## config.mk

```make
export PLATFORM = sky130hd
export DESIGN_NAME = vias_top
export DESIGN_NICKNAME = d
export VERILOG_FILES = /design/src/rtl/vias_pkg.sv /design/src/rtl/vias_prio.sv /design/src/rtl/vias_vec_fmt.sv /design/src/rtl/vias_top.sv
export SDC_FILE = /design/constraint.sdc
export NUM_CORES = 1
export LEC_CHECK = 0
export ABC_AREA = 0
export BUFFER_PORTS_ARGS = -buffer_cell sky130_fd_sc_hd__buf_4
export CORE_MARGIN = 5
export CORE_UTILIZATION = 55
export DETAILED_ROUTE_END_ITERATION = 10
export PLACE_DENSITY_LB_ADDON = 0.12
export SYNTH_ARGS = -nofsm -noshare
export SYNTH_HDL_FRONTEND = slang
export SYNTH_HIERARCHICAL = 1
export SYNTH_SLANG_ARGS = --single-unit
```

## constraint.sdc

```tcl
create_clock -name i_clk -period 3.3 [get_ports i_clk]
set_input_delay 0.66 -clock i_clk [delete_from_list [all_inputs] [get_ports i_clk]]
set_output_delay 0.66 -clock i_clk [all_outputs]
set_load 0.03 [all_outputs]
```

## src/rtl/vias_pkg.sv

```systemverilog
// constants, types and field layout of the vectored interrupt acknowledge sequencer
// ====================================================================
`default_nettype none
package vias_pkg;
    // ====================================================================
    // host port selection
    localparam logic        PORT_CMD     = 1'h0;   // command and status port
    localparam logic        PORT_MASK    = 1'h1;   // mask and init port
    // ====================================================================
    // command decode bit positions on port 0
    localparam int          CMD_SEL_HI   = 4;      // set: init word one
    localparam int          CMD_SEL_LO   = 3;      // 0: word two, 1: word three
    // init word one fields
    localparam int          W1_NEED_W4   = 0;
    localparam int          W1_SINGLE    = 1;
    localparam int          W1_SPACING4  = 2;
    localparam int          W1_LEVEL     = 3;
    localparam int          W1_ADDR_LSB  = 5;
    // init word four fields
    localparam int          W4_PTR_MODE  = 0;
    localparam int          W4_AUTO_EOS  = 1;
    localparam int          W4_MASTER    = 2;
    localparam int          W4_BUFFERED  = 3;
    localparam int          W4_NESTED    = 4;
    // operation word two and three fields
    localparam int          W2_EOS       = 5;
    localparam int          W2_SPECIFIC  = 6;
    localparam int          W3_READ_ISR  = 0;
    localparam int          W3_READ_SET  = 1;
    // ====================================================================
    // acknowledge output patterns and reset values
    localparam logic [7:0]  CALL_OPCODE  = 8'hcd;  // 1100 1101
    localparam logic [2:0]  LEVEL_LOWEST = 3'h7;   // answer for a vanished request
    localparam logic [7:0]  MASK_RESET   = 8'h00;
    localparam logic [7:0]  BITS_RESET   = 8'h00;
    localparam logic [7:0]  BUS_IDLE     = 8'h00;
    localparam logic [1:0]  PULSE_NONE   = 2'h0;
    localparam logic [1:0]  PULSE_FIRST  = 2'h1;
    localparam logic [1:0]  PULSE_SECOND = 2'h2;
    localparam logic [1:0]  PULSE_THIRD  = 2'h3;
    // ====================================================================
    // programmed configuration carried as one word
    typedef struct packed {
        logic [2:0] addr_lo;      // vector address bits 7..5
        logic       level_trig;   // level triggered requests
        logic       spacing4;     // call spacing of four
        logic       single;       // no cascade word expected
        logic       need_w4;      // init word four follows
        logic [7:0] upper;        // upper address or pointer type bits
        logic       nested;       // special fully nested
        logic       buffered;     // buffered operation
        logic       master;       // buffered master
        logic       auto_eos;     // automatic end of service
        logic       ptr_mode;     // two-pulse pointer mode
    } vias_cfg_s;
    localparam vias_cfg_s   CFG_RESET    = '0;
    // initialisation progress
    typedef enum logic [2:0] {
        ST_WAIT_W1,
        ST_WAIT_W2,
        ST_WAIT_W3,
        ST_WAIT_W4,
        ST_READY
    } vias_init_e;
endpackage : vias_pkg
`default_nettype wire

```

## src/rtl/vias_prio.sv

```systemverilog
// fixed priority finder: lowest set index wins
`timescale 1ns/100ps
`default_nettype none
module vias_prio #(
    parameter int WIDTH = 8,
    parameter int IDXW  = 3
) (
    // vector in
    input  wire logic [WIDTH-1:0] i_vec,
    // result out
    output logic                  o_valid,
    output logic [IDXW-1:0]       o_idx
);
    // ====================================================================
    // parameter check
    initial begin
        if ((1 << IDXW) < WIDTH) begin
            $error("index width too small for vector");
        end
    end
    // ====================================================================
    // scan from the lowest priority upward so bit 0 is kept last
    always_comb begin
        o_valid = 1'b0;
        o_idx   = '0;
        for (int k = WIDTH - 1; k >= 0; k--) begin
            if (i_vec[k]) begin
                o_valid = 1'b1;
                o_idx   = IDXW'(k);
            end
        end
    end
endmodule : vias_prio
`default_nettype wire

```

## src/rtl/vias_vec_fmt.sv

```systemverilog
// forms the byte returned during each acknowledge pulse
`timescale 1ns/100ps
`default_nettype none
module vias_vec_fmt
    import vias_pkg::*;
(
    // selection
    input  wire vias_cfg_s  i_cfg,
    input  wire logic [1:0] i_pulse,
    input  wire logic [2:0] i_level,
    // result
    output logic [7:0]      o_byte,
    output logic            o_drive
);
    // ====================================================================
    // byte per pulse number and processor mode
    always_comb begin
        o_byte  = BUS_IDLE;
        o_drive = 1'b0;
        if (i_cfg.ptr_mode) begin
            // first pulse stays released, second gives the pointer
            if (i_pulse == PULSE_SECOND) begin
                o_byte  = {i_cfg.upper[7:3], i_level};
                o_drive = 1'b1;
            end
        end else begin
            case (i_pulse)
                PULSE_FIRST: begin
                    o_byte  = CALL_OPCODE;
                    o_drive = 1'b1;
                end
                PULSE_SECOND: begin
                    // level placement follows the call spacing
                    if (i_cfg.spacing4) begin
                        o_byte = {i_cfg.addr_lo, i_level, 2'h0};
                    end else begin
                        o_byte = {i_cfg.addr_lo[2:1], i_level, 3'h0};
                    end
                    o_drive = 1'b1;
                end
                PULSE_THIRD: begin
                    o_byte  = i_cfg.upper;
                    o_drive = 1'b1;
                end
                default: begin
                    o_byte  = BUS_IDLE;
                    o_drive = 1'b0;
                end
            endcase
        end
    end
endmodule : vias_vec_fmt
`default_nettype wire

```

## src/rtl/vias_top.sv

```systemverilog
// eight-level interrupt controller: host port, request latch and acknowledge sequence
`timescale 1ns/100ps
`default_nettype none
module vias_top
    import vias_pkg::*;
#(
    parameter int NUM_LEVELS = 8
) (
    // clock, reset and enable
    input  wire logic       i_clk,
    input  wire logic       i_nrst,
    input  wire logic       i_ce,
    // host port strobes
    input  wire logic       i_cs_n,
    input  wire logic       i_rd_n,
    input  wire logic       i_wr_n,
    input  wire logic       i_port_select,
    input  wire logic       i_acknowledge_strobe_n,
    // data bus, split into three signals
    input  wire logic [7:0] i_data,
    output logic      [7:0] o_data,
    output logic            o_data_oe_n,
    // request inputs and interrupt output
    input  wire logic [7:0] i_request_inputs,
    output logic            o_int
);
    // ====================================================================
    // parameter check
    initial begin
        if (NUM_LEVELS != 8) begin
            $error("only eight request levels are supported");
        end
    end

    // ====================================================================
    // state declarations
    vias_cfg_s  cfg;                  // programmed configuration
    vias_cfg_s  next_cfg;
    vias_init_e init_state;           // initialisation progress
    vias_init_e next_init_state;
    logic [7:0] request_mask;         // mask, set bit blocks a level
    logic [7:0] next_request_mask;
    logic       read_isr;             // status read selects in-service bits
    logic       next_read_isr;
    logic [7:0] request_latch;        // latched requests
    logic [7:0] next_request_latch;
    logic [7:0] in_service_bits;      // levels being served
    logic [7:0] next_in_service_bits;
    logic [1:0] pulse;                // acknowledge pulse number, 0 when idle
    logic [1:0] next_pulse;
    logic [2:0] ack_level;            // level frozen at the first pulse
    logic [2:0] next_ack_level;
    logic       spurious;             // request vanished before first pulse
    logic       next_spurious;
    logic       wr_n_q;               // previous write strobe
    logic       ack_n_q;              // previous acknowledge strobe
    logic [7:0] req_q;                // previous request inputs
    logic [7:0] next_data;
    logic       next_data_oe_n;
    logic       next_int;

    // ====================================================================
    // decode of host strobes
    logic       wr_take;              // leading edge of a selected write
    logic       wr_cmd_w1;            // init word one
    logic       wr_cmd_w2;            // operation word two
    logic       wr_cmd_w3;            // operation word three
    logic       wr_port1;             // mask or remaining init words
    logic       rd_sel;               // selected read in progress
    logic       ack_lead;             // acknowledge falling edge
    logic       ack_trail;            // acknowledge rising edge
    logic [1:0] last_pulse;           // final pulse number of the mode

    assign wr_take   = ~i_cs_n & i_rd_n & ~i_wr_n & wr_n_q;
    assign wr_cmd_w1 = wr_take & (i_port_select == PORT_CMD) & i_data[CMD_SEL_HI];
    assign wr_cmd_w2 = wr_take & (i_port_select == PORT_CMD) & ~i_data[CMD_SEL_HI]
                     & ~i_data[CMD_SEL_LO];
    assign wr_cmd_w3 = wr_take & (i_port_select == PORT_CMD) & ~i_data[CMD_SEL_HI]
                     & i_data[CMD_SEL_LO];
    assign wr_port1  = wr_take & (i_port_select == PORT_MASK);
    assign rd_sel    = ~i_cs_n & ~i_rd_n & i_wr_n;
    assign ack_lead  = ~i_acknowledge_strobe_n & ack_n_q;
    assign ack_trail = i_acknowledge_strobe_n & ~ack_n_q;
    assign last_pulse = cfg.ptr_mode ? PULSE_SECOND : PULSE_THIRD;

    // ====================================================================
    // priority resolution
    logic       pend_valid;           // any unmasked latched request
    logic [2:0] pend_idx;             // highest pending level
    logic       serv_valid;           // any level in service
    logic [2:0] serv_idx;             // highest level in service
    logic       int_ok;               // pending level outranks service

    // highest unmasked request
    vias_prio #(
        .WIDTH (8),
        .IDXW  (3)
    ) u_prio_pend (
        .i_vec   (request_latch & ~request_mask),
        .o_valid (pend_valid),
        .o_idx   (pend_idx)
    );

    // highest level in service
    vias_prio #(
        .WIDTH (8),
        .IDXW  (3)
    ) u_prio_serv (
        .i_vec   (in_service_bits),
        .o_valid (serv_valid),
        .o_idx   (serv_idx)
    );

    // nested mode lets an equal level through as well
    always_comb begin
        int_ok = 1'b0;
        if (pend_valid) begin
            if (!serv_valid) begin
                int_ok = 1'b1;
            end else if (pend_idx < serv_idx) begin
                int_ok = 1'b1;
            end else if (cfg.nested && (pend_idx == serv_idx)) begin
                int_ok = 1'b1;
            end
        end
    end

    // ====================================================================
    // host configuration: next values
    always_comb begin
        next_cfg          = cfg;
        next_init_state   = init_state;
        next_request_mask = request_mask;
        next_read_isr     = read_isr;
        if (wr_cmd_w1) begin
            // word one restarts initialisation
            next_cfg.addr_lo    = i_data[W1_ADDR_LSB +: 3];
            next_cfg.level_trig = i_data[W1_LEVEL];
            next_cfg.spacing4   = i_data[W1_SPACING4];
            next_cfg.single     = i_data[W1_SINGLE];
            next_cfg.need_w4    = i_data[W1_NEED_W4];
            if (!i_data[W1_NEED_W4]) begin
                // word four skipped: its fields read as zero
                next_cfg.nested   = 1'b0;
                next_cfg.buffered = 1'b0;
                next_cfg.master   = 1'b0;
                next_cfg.auto_eos = 1'b0;
                next_cfg.ptr_mode = 1'b0;
            end
            next_request_mask = MASK_RESET;
            next_read_isr     = 1'b0;
            next_init_state   = ST_WAIT_W2;
        end else if (wr_cmd_w3) begin
            // status read selection
            if (i_data[W3_READ_SET]) begin
                next_read_isr = i_data[W3_READ_ISR];
            end
        end else if (wr_port1) begin
            case (init_state)
                ST_WAIT_W2: begin
                    next_cfg.upper = i_data;
                    if (!cfg.single) begin
                        next_init_state = ST_WAIT_W3;
                    end else if (cfg.need_w4) begin
                        next_init_state = ST_WAIT_W4;
                    end else begin
                        next_init_state = ST_READY;
                    end
                end
                ST_WAIT_W3: begin
                    // cascade word has no effect in this block
                    next_init_state = cfg.need_w4 ? ST_WAIT_W4 : ST_READY;
                end
                ST_WAIT_W4: begin
                    next_cfg.nested   = i_data[W4_NESTED];
                    next_cfg.buffered = i_data[W4_BUFFERED];
                    next_cfg.master   = i_data[W4_MASTER];
                    next_cfg.auto_eos = i_data[W4_AUTO_EOS];
                    next_cfg.ptr_mode = i_data[W4_PTR_MODE];
                    next_init_state   = ST_READY;
                end
                ST_READY: begin
                    next_request_mask = i_data;               // operation word one
                end
                default: begin
                    next_init_state = ST_WAIT_W1;
                end
            endcase
        end
    end

    // host configuration: registers
    always_ff @(posedge i_clk) begin
        if (!i_nrst) begin
            cfg          <= CFG_RESET;
            init_state   <= ST_WAIT_W1;
            request_mask <= MASK_RESET;
            read_isr     <= 1'b0;
        end else if (i_ce) begin
            cfg          <= next_cfg;
            init_state   <= next_init_state;
            request_mask <= next_request_mask;
            read_isr     <= next_read_isr;
        end
    end

    // ====================================================================
    // requests, service bits and acknowledge sequence: next values
    logic [7:0] req_set;              // latch set terms per level
    logic [7:0] req_clr;              // latch clear terms per level
    logic [7:0] serv_set;
    logic [7:0] serv_clr;

    always_comb begin
        next_pulse     = pulse;
        next_ack_level = ack_level;
        next_spurious  = spurious;
        req_set        = BITS_RESET;
        req_clr        = BITS_RESET;
        serv_set       = BITS_RESET;
        serv_clr       = BITS_RESET;
        // edge mode catches a rise, level mode follows the input
        if (cfg.level_trig) begin
            req_set = i_request_inputs;
            req_clr = ~i_request_inputs;
        end else begin
            req_set = i_request_inputs & ~req_q;
        end
        if (ack_lead) begin
            next_pulse = pulse + 2'h1;
            if (pulse == PULSE_NONE) begin
                // freeze the level; a vanished request answers as level seven
                if (int_ok && i_request_inputs[pend_idx]) begin
                    next_ack_level = pend_idx;
                    next_spurious  = 1'b0;
                end else begin
                    next_ack_level = LEVEL_LOWEST;
                    next_spurious  = 1'b1;
                end
            end
            if ((next_pulse == last_pulse) && !next_spurious) begin
                serv_set[next_ack_level] = 1'b1;
                req_clr[next_ack_level]  = 1'b1;
            end
        end
        if (ack_trail && (pulse == last_pulse)) begin
            next_pulse = PULSE_NONE;
            if (cfg.auto_eos && !spurious) begin
                serv_clr[ack_level] = 1'b1;
            end
        end
        if (wr_cmd_w2 && i_data[W2_EOS]) begin
            // specific end names a level, otherwise the highest in service
            if (i_data[W2_SPECIFIC]) begin
                serv_clr[i_data[2:0]] = 1'b1;
            end else if (serv_valid) begin
                serv_clr[serv_idx] = 1'b1;
            end
        end
        // a set in the same cycle as a clear wins
        next_request_latch   = (request_latch & ~req_clr) | req_set;
        next_in_service_bits = (in_service_bits & ~serv_clr) | serv_set;
        if (wr_cmd_w1) begin
            next_pulse = PULSE_NONE;
        end
    end

    // requests, service bits and acknowledge sequence: registers
    always_ff @(posedge i_clk) begin
        if (!i_nrst) begin
            request_latch   <= BITS_RESET;
            in_service_bits <= BITS_RESET;
            pulse           <= PULSE_NONE;
            ack_level       <= LEVEL_LOWEST;
            spurious        <= 1'b0;
            wr_n_q          <= 1'b1;
            ack_n_q         <= 1'b1;
            req_q           <= BITS_RESET;
        end else if (i_ce) begin
            request_latch   <= next_request_latch;
            in_service_bits <= next_in_service_bits;
            pulse           <= next_pulse;
            ack_level       <= next_ack_level;
            spurious        <= next_spurious;
            wr_n_q          <= i_wr_n;
            ack_n_q         <= i_acknowledge_strobe_n;
            req_q           <= i_request_inputs;
        end
    end

    // ====================================================================
    // acknowledge byte for the pulse now low
    logic [7:0] ack_byte;
    logic       ack_drive;

    vias_vec_fmt u_fmt (
        .i_cfg   (cfg),
        .i_pulse (ack_lead ? next_pulse : pulse),
        .i_level (ack_lead ? next_ack_level : ack_level),
        .o_byte  (ack_byte),
        .o_drive (ack_drive)
    );

    // ====================================================================
    // bus and interrupt outputs: next values
    always_comb begin
        next_data      = BUS_IDLE;
        next_data_oe_n = 1'b1;
        next_int       = int_ok & (init_state == ST_READY);
        if (!i_acknowledge_strobe_n) begin
            // pointer mode first pulse gives no drive
            next_data      = ack_byte;
            next_data_oe_n = ~ack_drive;
        end else if (rd_sel) begin
            if (i_port_select == PORT_CMD) begin
                next_data = read_isr ? in_service_bits : request_latch;
            end else begin
                next_data = request_mask;
            end
            next_data_oe_n = 1'b0;
        end
    end

    // bus and interrupt outputs: registers
    always_ff @(posedge i_clk) begin
        if (!i_nrst) begin
            o_data      <= BUS_IDLE;
            o_data_oe_n <= 1'b1;
            o_int       <= 1'b0;
        end else if (i_ce) begin
            o_data      <= next_data;
            o_data_oe_n <= next_data_oe_n;
            o_int       <= next_int;
        end
    end
endmodule : vias_top
`default_nettype wire

```

; Yosys cells after proc, flatten, opt, wreduce, memory -nomap -nowiden
; Index checks and enable logic that the tools add are counted.
[word_totals]
ff_bits = 72
in_bits = 24
output_inout_bits = 10
word_cells = 213
[classes]
n_addsub = 1
magnitude_cmp = 10
eq_ne = 13
mux = 101
bitwise_logic = 39
n_reduce_logical = 26
[op_table]
columns = op, count
row1 = 8-bit two-way mux, 21
row2 = 3-bit two-way mux, 26
row3 = 8-bit inverter, 5
row4 = 8-bit bitwise OR, 5
row5 = 1-bit two-way mux, 37
row6 = 8-bit bitwise AND, 4
row7 = 5-bit two-way mux, 5
row8 = 8-bit one-hot mux with 3 select lines, 1
row9 = "3-bit by 4-bit < comparator with 1-bit output, second input constant", 5
row10 = 1-bit bitwise AND, 14
row11 = 1-bit demux with 3-bit select, 4
row12 = "3-bit by 1-bit >= comparator with 1-bit output, second input constant", 4
row13 = 3-bit one-hot mux with 4 select lines, 1
row14 = 1-bit inverter, 11
row15 = 1-bit logical AND, 10
row16 = 5-bit AND reduction, 2
row17 = 2-bit nonzero test, 5
row18 = 2-bit two-way mux, 4
row19 = 4-bit AND reduction, 2
row20 = "3-bit by 2-bit == test with 1-bit output, second input constant", 2
row21 = 6-bit two-way mux, 1
row22 = "2-bit inequality test, second input constant", 3
row23 = 2-bit == test, 2
row24 = "2-bit == test, second input constant", 2
row25 = 12 further kinds, 14

; Longest topological paths before layout
[logic_depth]
ltp_word = 30
depth_mapped = 15
depth_no_buf = 15

; By module
; Netlist, hierarchy kept.
[modules_own_cells]
columns = module, instances, cells_per_inst, area_each_um2, seq_area_each_um2
row1 = vias_top, 1, 479, 4102.7, 1481.4
row2 = vias_vec_fmt, 1, 35, 237.7, 0.0
row3 = vias_prio, 2, 13, 80.1, 0.0

; Worst setup path after synthesis
; Ideal clock, no wire load.
[synth_path]
path_type = reg2reg
startpoint = register request_latch[7]
endpoint = register o_data[3]
setup_ps = 66
t_arrival_ps = 2865
required_ps = 3234
slack_ps = 369
path_stages_with_launch = 14
n_path_buf = 1
synth_period_minus_slack_ps = 2931
path_cell_list = dfxtp_1 -> nor2b_1 -> o21ai_0 -> a211oi_1 -> buf_6 -> mux2_1 -> mux4_2 -> o211ai_2 -> nor2_1 -> a21oi_1 -> mux2i_1 -> o211ai_2 -> a222oi_1 -> nor2b_1
[synth_between]
elab_chain_len = 25
elab_cells_between_ends = 36
classes_between = 1 x order compare / 1 x eq/ne / 31 x mux / 1 x bitwise / 2 x reduce/logical
[synth_rtl]
columns = item, line
row1 = from (decl), vias_top.sv:45  ; logic [7:0] request_latch;
row2 = from (signal assigned), vias_top.sv:280  ; request_latch <= next_request_latch;
row3 = 8-bit bitwise AND (*), vias_top.sv:99  ; .i_vec (request_latch & ~request_mask),
row4 = 3-bit two-way mux (*) (8 in series), vias_prio.sv:27  ; if (i_vec[k]) begin
row5 = via pend_idx[1], vias_top.sv:89  ; logic [2:0] pend_idx;
row6 = 3-bit == test, vias_top.sv:122  ; end else if (cfg.nested && (pend_idx == serv_idx)) begin
row7 = 1-bit logical AND, vias_top.sv:122
row8 = 1-bit two-way mux, vias_top.sv:122
row9 = 1-bit two-way mux, vias_top.sv:120  ; end else if (pend_idx < serv_idx) begin
row10 = 1-bit two-way mux, vias_top.sv:118  ; if (!serv_valid) begin
row11 = [4 not listed], n/a
row12 = 3-bit two-way mux (*) (2 in series), vias_top.sv:229  ; if (ack_lead) begin
row13 = via next_ack_level[1], vias_top.sv:52  ; logic [2:0] next_ack_level;
row14 = 3-bit two-way mux (*), vias_top.sv:299  ; .i_level (ack_lead ? next_ack_level : ack_level),
row15 = 6-bit two-way mux (*), vias_vec_fmt.sv:34  ; if (i_cfg.spacing4) begin
row16 = 8-bit one-hot mux with 3 select lines (*), vias_vec_fmt.sv:27  ; case (i_pulse)
row17 = 8-bit two-way mux (*), vias_vec_fmt.sv:20  ; if (i_cfg.ptr_mode) begin
row18 = via ack_byte[3], vias_top.sv:293  ; logic [7:0] ack_byte;
row19 = 8-bit two-way mux (*), vias_top.sv:310  ; if (!i_acknowledge_strobe_n) begin
row20 = to (signal assigned), vias_top.sv:331  ; o_data <= next_data;
row21 = to (decl), vias_top.sv:21  ; output logic [7:0] o_data,
; Mark *: on every way through the listed nets, which the timed path passes. The rest lies on a longest branch. The select of a mux whose other input is x is not followed.
; A chain may end at the register's enable or synchronous reset.

; Worst setup path after layout
[layout_path]
startpoint = register request_latch[2]
endpoint = register o_data[3]
[layout_between]
elab_chain_len = 20
elab_cells_between_ends = 26
classes_between = 1 x order compare / 1 x eq/ne / 21 x mux / 1 x bitwise / 2 x reduce/logical
[layout_rtl]
columns = item, line
row1 = 8-bit bitwise AND (*), vias_top.sv:99
row2 = 3-bit two-way mux (*) (3 in series), vias_prio.sv:27
row3 = via pend_idx[1], vias_top.sv:89
row4 = 3-bit == test, vias_top.sv:122
row5 = 1-bit logical AND, vias_top.sv:122
row6 = 1-bit two-way mux, vias_top.sv:122
row7 = 1-bit two-way mux, vias_top.sv:120
row8 = 1-bit two-way mux, vias_top.sv:118
row9 = [4 not listed], n/a
row10 = 3-bit two-way mux (*) (2 in series), vias_top.sv:229
row11 = via next_ack_level[1], vias_top.sv:52
row12 = 3-bit two-way mux (*), vias_top.sv:299
row13 = 6-bit two-way mux (*), vias_vec_fmt.sv:34
row14 = 8-bit one-hot mux with 3 select lines (*), vias_vec_fmt.sv:27
row15 = 8-bit two-way mux (*), vias_vec_fmt.sv:20
row16 = via ack_byte[3], vias_top.sv:293
row17 = 8-bit two-way mux (*), vias_top.sv:310
; Marks and branches as above.

==> summary.md <==
| Metric | Value |
|---|---|
| Antenna Nets Post-Route | 0 |
| Standard-cell rows | 32 |
| Worst path top cell family by delay | multiplexers |
| Instance count of the mapped netlist | 534 |
| Biggest cell delay along the critical path | 540 ps |
| Antenna violations before repair | 0 |
| Floorplan Core Area | 7770 sq um |
| Buffers plus inverters on the worst setup path | 1 |
| Clock-pin transition on the worst setup and hold timing paths | 90 ps |
| Cell at the slowest stage of the critical path | sky130_fd_sc_hd__mux4_2 |
| Number of optimization iterations in the first detailed-route pass | 6 |
| Syn Nets | 562 |
| Average via count per standard cell | 6.31 |
| Final slew viol count | 0 |
| Unrepaired setup endpoints after global routing | yes |
| Non-filler cells, final | 671 |
| Share of final-layout standard cells stronger than drive strength 1 | 0.165 |
| Post-cts sizing count | 0 |
| Cell count after placement | 655 |
| Slew margin rel. | 0.408 |
| Setup repair bufs after CTS | 0 |
| Req. time, crit path | 3590 ps |
| Die Span X | 99.7 microns |
| Type of element capturing the critical path | flop |
| Maximum fanout along the worst path | 8 |
| Pleak | 1.77 nW |
| Met2 wire length | 5630 microns |
| Met3 layer wire length in the routed design | 858 microns |
| Number of filler cells placed in the layout | 702 |
| Max-cap violation count | 0 |
| Fraction of the cycle the final worst path needs | 0.940 |
| # port buffers | 33 |
| Number of hold violations in the final report | 0 |
| Maximum number of pins on one net before global-route repair | 75 |
| Final setup skew | 12.1 ps |
| Total vias in the final route | 4233 |
| Number of setup violations in the final report | 0 |
| Crit path cell chain | nor2b_1, nor2_1, a211oi_1, buf_4, mux2_1, mux4_2, o211ai_2, nor2_1, a21oi_2, mux2i_1, o211ai_2, a222oi_1, nor2b_1 |
| Detail-routed net length per standard cell | 18.9 microns |
| HP Class | reg2reg |
| Via count of the first global-routing pass | 3975 |
| Hold-fix buffers, CTS | 0 |
| Most used cells in the layout excluding fill and tap cells | 72 x sky130_fd_sc_hd__dfxtp_1, 69 x sky130_fd_sc_hd__nand2_1, 45 x sky130_fd_sc_hd__buf_4 |
| Final period demand of the worst path | 3100 ps |
| Growth of design area from synthesis to finish | 12.3% |
| Post-detail-place hpwl | 9400 microns |
| Highest metal used | met4 |
| Buffer levels on the longest clock path | 2 |
| Average cell area after synthesis | 8.29 sq um |
| Total number of H-tree levels | 3 |
| Overall die area | 9950 sq um |
| Placer congestion estimate | 0.913 |
| Arrival time reported for the critical path endpoint | 3400 ps |
| Yosys warnings | 6 |
| Max Clk Rate | 322 MHz |
| Kind of launch point of the worst setup path | flop |
| Met1 wire length | 5860 microns |
| CTS tree | done |
| Detailed router's first-iteration violation count | 269 |
| Global-route wire length before repair | 20400 microns |
| Post-layout utilization of the core | 0.640 |
| Transition at the pin with the smallest max-transition slack | 880 ps |
| Critical path class | reg2reg |
| Total overflow reported by the global router | 0 |
| Antenna diodes | 0 |
| Leading cell type in the layout, fill and taps excluded | sky130_fd_sc_hd__dfxtp_1 |
| Top-level I/O count | 34 |
| Wire length reported by the detailed router | 12700 microns |
| Pwr Density | 404 nW/um^2 |
| Initial standard-cell utilization of the core | 0.570 |
| Source-to-sink clock delay at the later pin of the worst-skew pair | 350 ps |
| Total CTS buffers | 9 |
| Root buf cell | sky130_fd_sc_hd__clkbuf_8 |
| Count of clock tree sinks | 72 |
| Overall routing resource usage | 0.261 |
| Result of the run | finished clean |
| Largest voltage drop on the vdd net | 220 uV |
| Y dimension of the die | 99.7 microns |
| Nets | 592 |
| Remaining DRCs | 0 |
| Synth Cell Area | 4430 sq um |
==> report_power, final <==
part           switching [mW]  leakage (nW)  internal [mW]
Sequential             0.0225         0.585          0.893
Clock                   0.359        0.0826          0.299
Combinational           0.269          1.11          0.165
Total                   0.650          1.77           1.36
==> worst register-to-register path, stage by stage (launching register included) <==
cell	delay (ps)
sky130_fd_sc_hd__dfxtp_1	370
sky130_fd_sc_hd__nor2b_1	290
sky130_fd_sc_hd__nor2_1	80
sky130_fd_sc_hd__a211oi_1	220
sky130_fd_sc_hd__buf_4	210
sky130_fd_sc_hd__mux2_1	320
sky130_fd_sc_hd__mux4_2	540
sky130_fd_sc_hd__o211ai_2	160
sky130_fd_sc_hd__nor2_1	130
sky130_fd_sc_hd__a21oi_2	230
sky130_fd_sc_hd__mux2i_1	120
sky130_fd_sc_hd__o211ai_2	150
sky130_fd_sc_hd__a222oi_1	100
sky130_fd_sc_hd__nor2b_1	140
==> stage by stage <==
stage	power (mW)	cell area, sq um	setup WS [ps]	TNS (ps)	hold WS (ps)
floorplan	1.23	4430	369	0	435
global placement	1.35	4780	277	0	447
detailed placement	1.36	4780	178	0	454
CTS	2.01	4960	139	0	466
global route	2.11	4970	-47.1	-47.1	486
finish	2.01	4970	198	0	468
==> path summary, 6_finish.rpt <==
kind,from,to,slack (ps),depth (start not counted)
max,request_latch[2]$_SDFFE_PN0P_,o_data[3]$_SDFFE_PN0P_,200,13
min,cfg[18]$_SDFFE_PN0P_,cfg[18]$_SDFFE_PN0P_,470,2
max reg2reg,request_latch[2]$_SDFFE_PN0P_,o_data[3]$_SDFFE_PN0P_,200,13
min reg2reg,cfg[18]$_SDFFE_PN0P_,cfg[18]$_SDFFE_PN0P_,470,2
==> final cells by class <==
class                      instances  area, sq um  share of cell area
multi-input combinational        422         2830               0.569
sequential                        72         1440               0.290
timing repair buffer              45          338              0.0679
clock buffer                      11          141              0.0284
tap                              102          128              0.0257
inverter                          14         52.6              0.0106
clock inverter                     5         40.0             0.00805
==> registers in the layout, indices dropped and copies added (netlist names) <==
signal	cells
cfg	18
in_service_bits	8
o_data	8
req_q	8
request_latch	8
request_mask	8
ack_level	3
init_state	3
pulse	2
ack_n_q	1
o_data_oe_n	1
o_int	1
read_isr	1
spurious	1
wr_n_q	1
==> routing by layer <==
layer / track usage / vias up
met2: 0.393 / 162
met3: 0.0582 / 29
met4: 0.0987 / 0
li1: - / 2031
met1: 0.364 / 2011
met5: 0 / -
Note: power is estimated with default switching activity, not from simulation.
